File: src/ptmr_pkg.sv
package ptmr_pkg;
	localparam int unsigned ADDR_W          = 12;
	localparam logic [11:0] OFS_CONTROL     = 12'h000;
	localparam logic [11:0] OFS_COUNT       = 12'h004;
	localparam logic [11:0] OFS_PERIOD      = 12'h008;
	localparam logic [11:0] OFS_FLAG        = 12'h00c;
	localparam logic [11:0] OFS_ENABLE      = 12'h010;
	localparam int unsigned CTL_RUN_BIT     = 2;
	localparam int unsigned CTL_PS_LO       = 0;
	localparam int unsigned CTL_POST_LO     = 3;
	localparam logic [7:0]  CTL_IMPL_MASK   = 8'h7f;
	localparam logic [7:0]  CONTROL_RESET   = 8'h00;
	localparam logic [7:0]  COUNT_RESET     = 8'h00;
	localparam logic [7:0]  PERIOD_RESET    = 8'hff;
	localparam logic [1:0]  PS_DIV1         = 2'h0;
	localparam logic [1:0]  PS_DIV4         = 2'h1;
	localparam logic [1:0]  PS_DIV16        = 2'h2;
	localparam logic [5:0]  PS_LAST_DIV1    = 6'h00;
	localparam logic [5:0]  PS_LAST_DIV4    = 6'h03;
	localparam logic [5:0]  PS_LAST_DIV16   = 6'h0f;
	localparam logic [5:0]  PS_LAST_DIV64   = 6'h3f;
	localparam logic [1:0]  INSTR_DIV_LAST  = 2'h3;
	localparam logic [31:0] UNMAPPED_DATA   = 32'h00000000;
endpackage

File: src/ptmr_reg_if.sv
`timescale 1ns/1ps
interface ptmr_reg_if;
	logic       wr_control;
	logic       wr_count;
	logic       wr_period;
	logic [7:0] wdata;
	logic [7:0] control;
	logic [7:0] period;
	logic [7:0] count;
	modport regs (output wr_control, output wr_count, output wr_period, output wdata,
		output control, output period, input count);
	modport core (input wr_control, input wr_count, input wr_period, input wdata,
		input control, input period, output count);
endinterface

File: src/ptmr_core.sv
`timescale 1ns/1ps
module ptmr_core
(
	input  wire logic pclk,
	input  wire logic presetn,
	input  wire logic sleep_sync,
	ptmr_reg_if.core  rif,
	output logic      match_pulse,
	output logic      post_hit
);
	import ptmr_pkg::*;

	logic [1:0] instr_cnt_reg;
	logic       instr_tick;
	logic [5:0] ps_cnt_reg;
	logic [5:0] ps_last;
	logic       ps_tick;
	logic [3:0] post_cnt_reg;
	logic [7:0] count_reg;
	logic       match_reg;
	logic       run;
	logic       clr_scalers;

	function automatic logic [5:0] ps_decode(input logic [1:0] sel);
		case (sel)
			PS_DIV1:  ps_decode = PS_LAST_DIV1;
			PS_DIV4:  ps_decode = PS_LAST_DIV4;
			PS_DIV16: ps_decode = PS_LAST_DIV16;
			default:  ps_decode = PS_LAST_DIV64;
		endcase
	endfunction

	assign run         = rif.control[CTL_RUN_BIT] & ~sleep_sync;
	assign clr_scalers = rif.wr_count | rif.wr_control;
	assign ps_last     = ps_decode(rif.control[CTL_PS_LO +: 2]);
	assign instr_tick  = (instr_cnt_reg == INSTR_DIV_LAST);
	assign ps_tick     = run & instr_tick & (ps_cnt_reg == ps_last);
	assign rif.count   = count_reg;
	assign match_pulse = match_reg;

	////////////////////////////////////////////////////////////////////////
	// instruction clock enable
	always_ff @(posedge pclk or negedge presetn) begin
		if (!presetn) begin
			instr_cnt_reg <= 2'h0;
		end else if (!sleep_sync) begin
			instr_cnt_reg <= instr_cnt_reg + 2'h1;
		end
	end

	////////////////////////////////////////////////////////////////////////
	// prescaler
	always_ff @(posedge pclk or negedge presetn) begin
		if (!presetn) begin
			ps_cnt_reg <= 6'h00;
		end else if (clr_scalers) begin
			ps_cnt_reg <= 6'h00;
		end else if (run && instr_tick) begin
			ps_cnt_reg <= (ps_cnt_reg == ps_last) ? 6'h00 : ps_cnt_reg + 6'h01;
		end
	end

	////////////////////////////////////////////////////////////////////////
	// count and compare
	always_ff @(posedge pclk or negedge presetn) begin
		if (!presetn) begin
			count_reg <= COUNT_RESET;
		end else if (rif.wr_count) begin
			count_reg <= rif.wdata;
		end else if (ps_tick) begin
			count_reg <= (count_reg == rif.period) ? 8'h00 : count_reg + 8'h01;
		end
	end

	always_ff @(posedge pclk or negedge presetn) begin
		if (!presetn) begin
			match_reg <= 1'b0;
		end else begin
			match_reg <= ps_tick & ~rif.wr_count & (count_reg == rif.period);
		end
	end

	////////////////////////////////////////////////////////////////////////
	// postscaler
	always_ff @(posedge pclk or negedge presetn) begin
		if (!presetn) begin
			post_cnt_reg <= 4'h0;
		end else if (clr_scalers) begin
			post_cnt_reg <= 4'h0;
		end else if (match_reg) begin
			post_cnt_reg <= post_hit ? 4'h0 : post_cnt_reg + 4'h1;
		end
	end

	assign post_hit = match_reg & ~clr_scalers
		& (post_cnt_reg == rif.control[CTL_POST_LO +: 4]);
endmodule

File: src/ptmr_top.sv
// The APB register port and the register offsets are this design's own decisions.
`timescale 1ns/1ps
// Operation
// sleep halts timer, prescaler and postscaler counting.
// count and period keep their values through sleep.
// control bit 7 reads zero, writes ignored.
// postscaler field bits 6..3, value n gives ratio 1:(n+1).
// control bit 2 runs the timer; clear stops it.
// prescale field bits 1..0 divide by 1, 4, 16, 64.
// implemented control bits reset to zero and are read/write.
// count increments from 00h; period match outputs and restarts at 00h.
// reset clears count and sets period to ffh.
// count or control write clears prescaler and postscaler, not count.
// matches feed postscaler; flag latches; request needs enable bit.
// timer input is an instruction clock enable; off holds count.
module ptmr_top
(
	input  wire logic                        pclk,
	input  wire logic                        presetn,
	input  wire logic                        psel,
	input  wire logic                        penable,
	input  wire logic                        pwrite,
	input  wire logic [ptmr_pkg::ADDR_W-1:0] paddr,
	input  wire logic [31:0]                 pwdata,
	output logic      [31:0]                 prdata,
	output logic                             pready,
	output logic                             pslverr,
	input  wire logic                        sleep_req,
	output logic                             timer_match,
	output logic                             irq_req
);
	import ptmr_pkg::*;

	ptmr_reg_if rif ();

	logic [7:0]  control_reg;
	logic [7:0]  period_reg;
	logic        flag_reg;
	logic        enable_reg;
	logic [31:0] prdata_reg;
	logic        sleep_meta_reg;
	logic        sleep_sync_reg;
	logic        post_hit;
	logic        match_pulse;
	logic        wr;
	logic        rd;
	logic        mapped;

	function automatic logic addr_mapped(input logic [ADDR_W-1:0] a);
		addr_mapped = (a == OFS_CONTROL) || (a == OFS_COUNT) || (a == OFS_PERIOD)
			|| (a == OFS_FLAG) || (a == OFS_ENABLE);
	endfunction

	assign mapped  = addr_mapped(paddr);
	assign wr      = psel & penable & pwrite;
	assign rd      = psel & penable & ~pwrite;
	assign pready  = 1'b1;
	assign pslverr = psel & penable & ~mapped;
	assign prdata  = prdata_reg;

	assign rif.wr_control = wr & (paddr == OFS_CONTROL);
	assign rif.wr_count   = wr & (paddr == OFS_COUNT);
	assign rif.wr_period  = wr & (paddr == OFS_PERIOD);
	assign rif.wdata      = pwdata[7:0];
	assign rif.control    = control_reg;
	assign rif.period     = period_reg;

	////////////////////////////////////////////////////////////////////////
	// sleep synchroniser
	always_ff @(posedge pclk or negedge presetn) begin
		if (!presetn) begin
			sleep_meta_reg <= 1'b0;
			sleep_sync_reg <= 1'b0;
		end else begin
			sleep_meta_reg <= sleep_req;
			sleep_sync_reg <= sleep_meta_reg;
		end
	end

	////////////////////////////////////////////////////////////////////////
	// registers
	always_ff @(posedge pclk or negedge presetn) begin
		if (!presetn) begin
			control_reg <= CONTROL_RESET;
		end else if (rif.wr_control) begin
			control_reg <= pwdata[7:0] & CTL_IMPL_MASK;
		end
	end

	always_ff @(posedge pclk or negedge presetn) begin
		if (!presetn) begin
			period_reg <= PERIOD_RESET;
		end else if (rif.wr_period) begin
			period_reg <= pwdata[7:0];
		end
	end

	always_ff @(posedge pclk or negedge presetn) begin
		if (!presetn) begin
			flag_reg <= 1'b0;
		end else if (post_hit) begin
			flag_reg <= 1'b1;
		end else if (wr && paddr == OFS_FLAG) begin
			flag_reg <= pwdata[0];
		end
	end

	always_ff @(posedge pclk or negedge presetn) begin
		if (!presetn) begin
			enable_reg <= 1'b0;
		end else if (wr && paddr == OFS_ENABLE) begin
			enable_reg <= pwdata[0];
		end
	end

	always_ff @(posedge pclk or negedge presetn) begin
		if (!presetn) begin
			prdata_reg <= UNMAPPED_DATA;
		end else if (psel && !penable && !pwrite) begin
			case (paddr)
				OFS_CONTROL: prdata_reg <= {24'h000000, control_reg};
				OFS_COUNT:   prdata_reg <= {24'h000000, rif.count};
				OFS_PERIOD:  prdata_reg <= {24'h000000, period_reg};
				OFS_FLAG:    prdata_reg <= {31'h00000000, flag_reg};
				OFS_ENABLE:  prdata_reg <= {31'h00000000, enable_reg};
				default:     prdata_reg <= UNMAPPED_DATA;
			endcase
		end
	end

	assign irq_req     = flag_reg & enable_reg;
	assign timer_match = match_pulse;

	////////////////////////////////////////////////////////////////////////
	// timer core
	ptmr_core u_core (
		.pclk        (pclk),
		.presetn     (presetn),
		.sleep_sync  (sleep_sync_reg),
		.rif         (rif.core),
		.match_pulse (match_pulse),
		.post_hit    (post_hit)
	);
endmodule

File: config.mk
export PLATFORM = sky130hd
export DESIGN_NAME = ptmr_top
export DESIGN_NICKNAME = d
export VERILOG_FILES = /design/src/ptmr_pkg.sv /design/src/ptmr_reg_if.sv /design/src/ptmr_core.sv /design/src/ptmr_top.sv
export SDC_FILE = /design/constraint.sdc
export NUM_CORES = 1
export LEC_CHECK = 0
export ABC_AREA = 1
export BUFFER_PORTS_ARGS = -buffer_cell sky130_fd_sc_hd__clkbuf_2
export CAP_MARGIN = 20
export CORE_MARGIN = 4
export CORE_UTILIZATION = 53
export DETAILED_ROUTE_END_ITERATION = 16
export GPL_TIMING_DRIVEN = 0
export HOLD_SLACK_MARGIN = 0.03
export PLACE_DENSITY = 0.84
export SLEW_MARGIN = 20
export SYNTH_ARGS = -nofsm -noshare
export SYNTH_HDL_FRONTEND = slang
export SYNTH_HIERARCHICAL = 1
export SYNTH_SLANG_ARGS = --single-unit
File: constraint.sdc
create_clock -name pclk -period 1.9 [get_ports pclk]
set_clock_uncertainty 0.05 [all_clocks]
set_input_delay 0.38 -clock pclk [delete_from_list [all_inputs] [get_ports pclk]]
set_output_delay 0.38 -clock pclk [all_outputs]
set_load 0.02 [all_outputs]
==> results.json <==
{
  "ys_warn_count": 6,
  "cts_inserted_buffers": 5,
  "drt_pre_antenna_iters": 4,
  "floorplan.initialDensity_pct": 55.56,
  "row_count": 27,
  "grt_max_degree": 49,
  "antenna_cells": 0,
  "routability_congestion_estimate_from_global_placement": 0.8583,
  "critical_path_peak_fanout": 7,
  "relative_slew_slack_pct": 56.67,
  "startpoint_type": "input pin",
  "cp_data_arrival_time_ps": 1410,
  "design.die.area_um2": 7169,
  "worst-r2r-setup-slack_ps": 340,
  "result_of_the_run": "completed",
  "finalNonFillerCells": 551,
  "clock_sinks": 48,
  "synth-seq-cells": 48,
  "final_period_minus_worst_setup_slack_ps": 1836,
  "setup_viol": 0,
  "floorplan.core_area_um2": 5608,
  "rsz0062_at_grt": "no",
  "floorplan.die.height_um": 84.67,
  "clock_latency_ps": 310,
  "tightest_slew_ps": 649.9,
  "report.final.hold_viol_count": 0,
  "cts_htree_levels": 2,
  "initial_antenna_violation_count": 0,
  "clk_path_buf_depth": 2,
  "detail_route.wl_per_cell_um": 12.85,
  "power_per_cell_area_nw_per_um2": 525.4,
  "routed_antenna_nets": 0,
  "yosysSeqAreaShare_pct": 38.88,
  "die-width_um": 84.67,
  "crit_path_end_kind": "primary output",
  "synth_enable_flop_cells": 0,
  "dp_hpwl_mm": 5.256,
  "timing.max_cap.violations": 0,
  "syn-instance-count": 402,
  "grt_pass1_wl_mm": 12.04,
  "static-leakage-power_nw": 2.074,
  "final_hold_slack_ps": 68.46,
  "drt_drc_violations_left": 0,
  "timing.hold.worst.class": "in -> async",
  "yosys_most_used_dff": "dfrtp_1",
  "gr-total-overflow": 0,
  "worstSetupPathType": "in -> out",
  "tritoncts": "yes",
  "floorplan.io_pins": 86,
  "final_nets": 532,
  "port-buffer-count": 36,
  "ir_worst_vdd_mv": 0.3321,
  "root_buffer": "clkbuf_8",
  "netlist_area_before_placement_um2": 3115,
  "first_iter_violations": 179,
  "post_route_cells_drive_above_1_share_pct": 26.93,
  "upper_clock_frequency_limit_ghz": 0.5447,
  "area.growth.synth_to_final_pct": 18.55,
  "routed-via-count": 2731,
  "first_global_vias": 2626,
  "postSynthAreaPerCell_um2": 7.750,
  "async_reset_ff_share_pct": 100.0,
  "clk_pin_slew_worst_paths_ps": 90,
  "number_of_distinct_standard_cells_referenced_by_the_synthesized_netlist": 40,
  "timing.final.crit_share_pct": 96.62,
  "drv_slew": 0,
  "route.detailed.vias_per_inst": 4.956,
  "globalRouteTotalUtil_pct": 20.77,
  "dpl.cell_count": 533,
  "routed_wl_mm": 7.078,
  "critPathRequiredTime_ps": 1470
}
timing repair:
action / 4_1_cts / 5_1_grt
cloned: 1 / 0
resized for setup: 3 / 6
hold buffers: 0 / 0
setup buffers: 4 / 5
setup endpoints to repair: 20 / 18
pin swaps: 3 / 4
metal layers:
layer / global-route usage (%) / part of all wire (%) / up-vias
li1: - / - / 1389
met1: 26.16 / 43 / 1242
met2: 34.45 / 49 / 87
met3: 5.201 / 6.4 / 13
met4: 7.626 / 2.2 / 0
met5: 0 / 0 / -
where the power goes:
group	internal, W	switching [W]
registers	0.00105	0.0000187
clock network	0.000259	0.000347
logic	0.000107	0.000158
total	0.00142	0.000523
Yosys cell counts, types with 4 or more instances:
| master | n | area [µm²] |
|---|---|---|
| nand2_1 | 122 | 457.9 |
| nand3_1 | 41 | 205.2 |
| dfrtp_1 | 40 | 1001 |
| inv_1 | 36 | 135.1 |
| buf_4 | 25 | 187.7 |
| nor2_1 | 22 | 82.58 |
| o21ai_0 | 18 | 90.09 |
| nand4_1 | 10 | 62.56 |
| xnor2_1 | 10 | 87.58 |
| xor2_1 | 9 | 78.83 |
| dfstp_2 | 8 | 210.2 |
| nand2_2 | 6 | 37.54 |
| ha_1 | 4 | 50.05 |
| nor2_8 | 4 | 80.08 |
| nor3_1 | 4 | 20.02 |
per-stage QoR:
| stage | TNS, ps | worst slack [ps] | util, % | cell area [µm²] | total power, W |
|---|---|---|---|---|---|
| floorplan | -139.6 | -27.59 | - | 3242 | 0.001260 |
| global placement | -6698 | -388.0 | 62.63 | 3512 | 0.001332 |
| detailed placement | -7453 | -426.9 | 62.67 | 3515 | 0.001347 |
| CTS | 0 | 2.259 | 64.93 | 3641 | 0.001945 |
| global route | 0 | 10.84 | 65.86 | 3694 | 0.002023 |
| finish | 0 | 64.22 | 65.86 | 3694 | 0.001940 |
final timing paths:
kind                                     start  cells after the start                      to
min in group pclk                    sleep_req                      1          sleep_meta_reg
max in group asynchronous              presetn                      1    u_core/ps_cnt_reg[3]
max                                   paddr[1]                      7                 pslverr
min reg2reg                     sleep_meta_reg                      0          sleep_sync_reg
min                                    presetn                      1  u_core/post_cnt_reg[2]
max reg2reg                u_core/rif.count[0]                      6     u_core/rif.count[6]
final cells by class:
cell class	instances	area [µm²]
fill	494	1914
multi-input combinational	306	1663
sequential	48	1211
timing repair buffer	45	256.5
buffer	28	221.5
inverter	43	166.4
tap	72	90.09
clock buffer	7	76.32
clock inverter	1	5.005
timing repair inverter	1	3.754
cell families after synthesis:
logic type      after synthesis  synth area share [%]
xor+xnor                     19                 5.341
mux                           1                0.3614
flops                        48                 38.88
compound gates               31                 5.462
fa+ha+maj                     4                 1.606
other cells                   2                0.2411
buf+inv                      71                 11.93
simple gates                226                 36.19
critical path: stages:
cell and delay (ps):
clkbuf_2 100, nor2_4 200, nand2_2 90, nor2_4 170, nor3b_4 250, nor4_2 60, buf_4 160
layout by cell type, fill, tap and decap left out, types with 9 or more instances in the layout:
cell type	n
nand2_2	9
nand3_1	40
inv_1	36
dfrtp_1	40
conb_1	25
o21ai_0	18
nand2_1	119
xor2_1	9
nor2_1	18
buf_4	34
xnor2_1	10
nand4_1	10
clkbuf_2	34
Power figures use the tool's default switching activity.
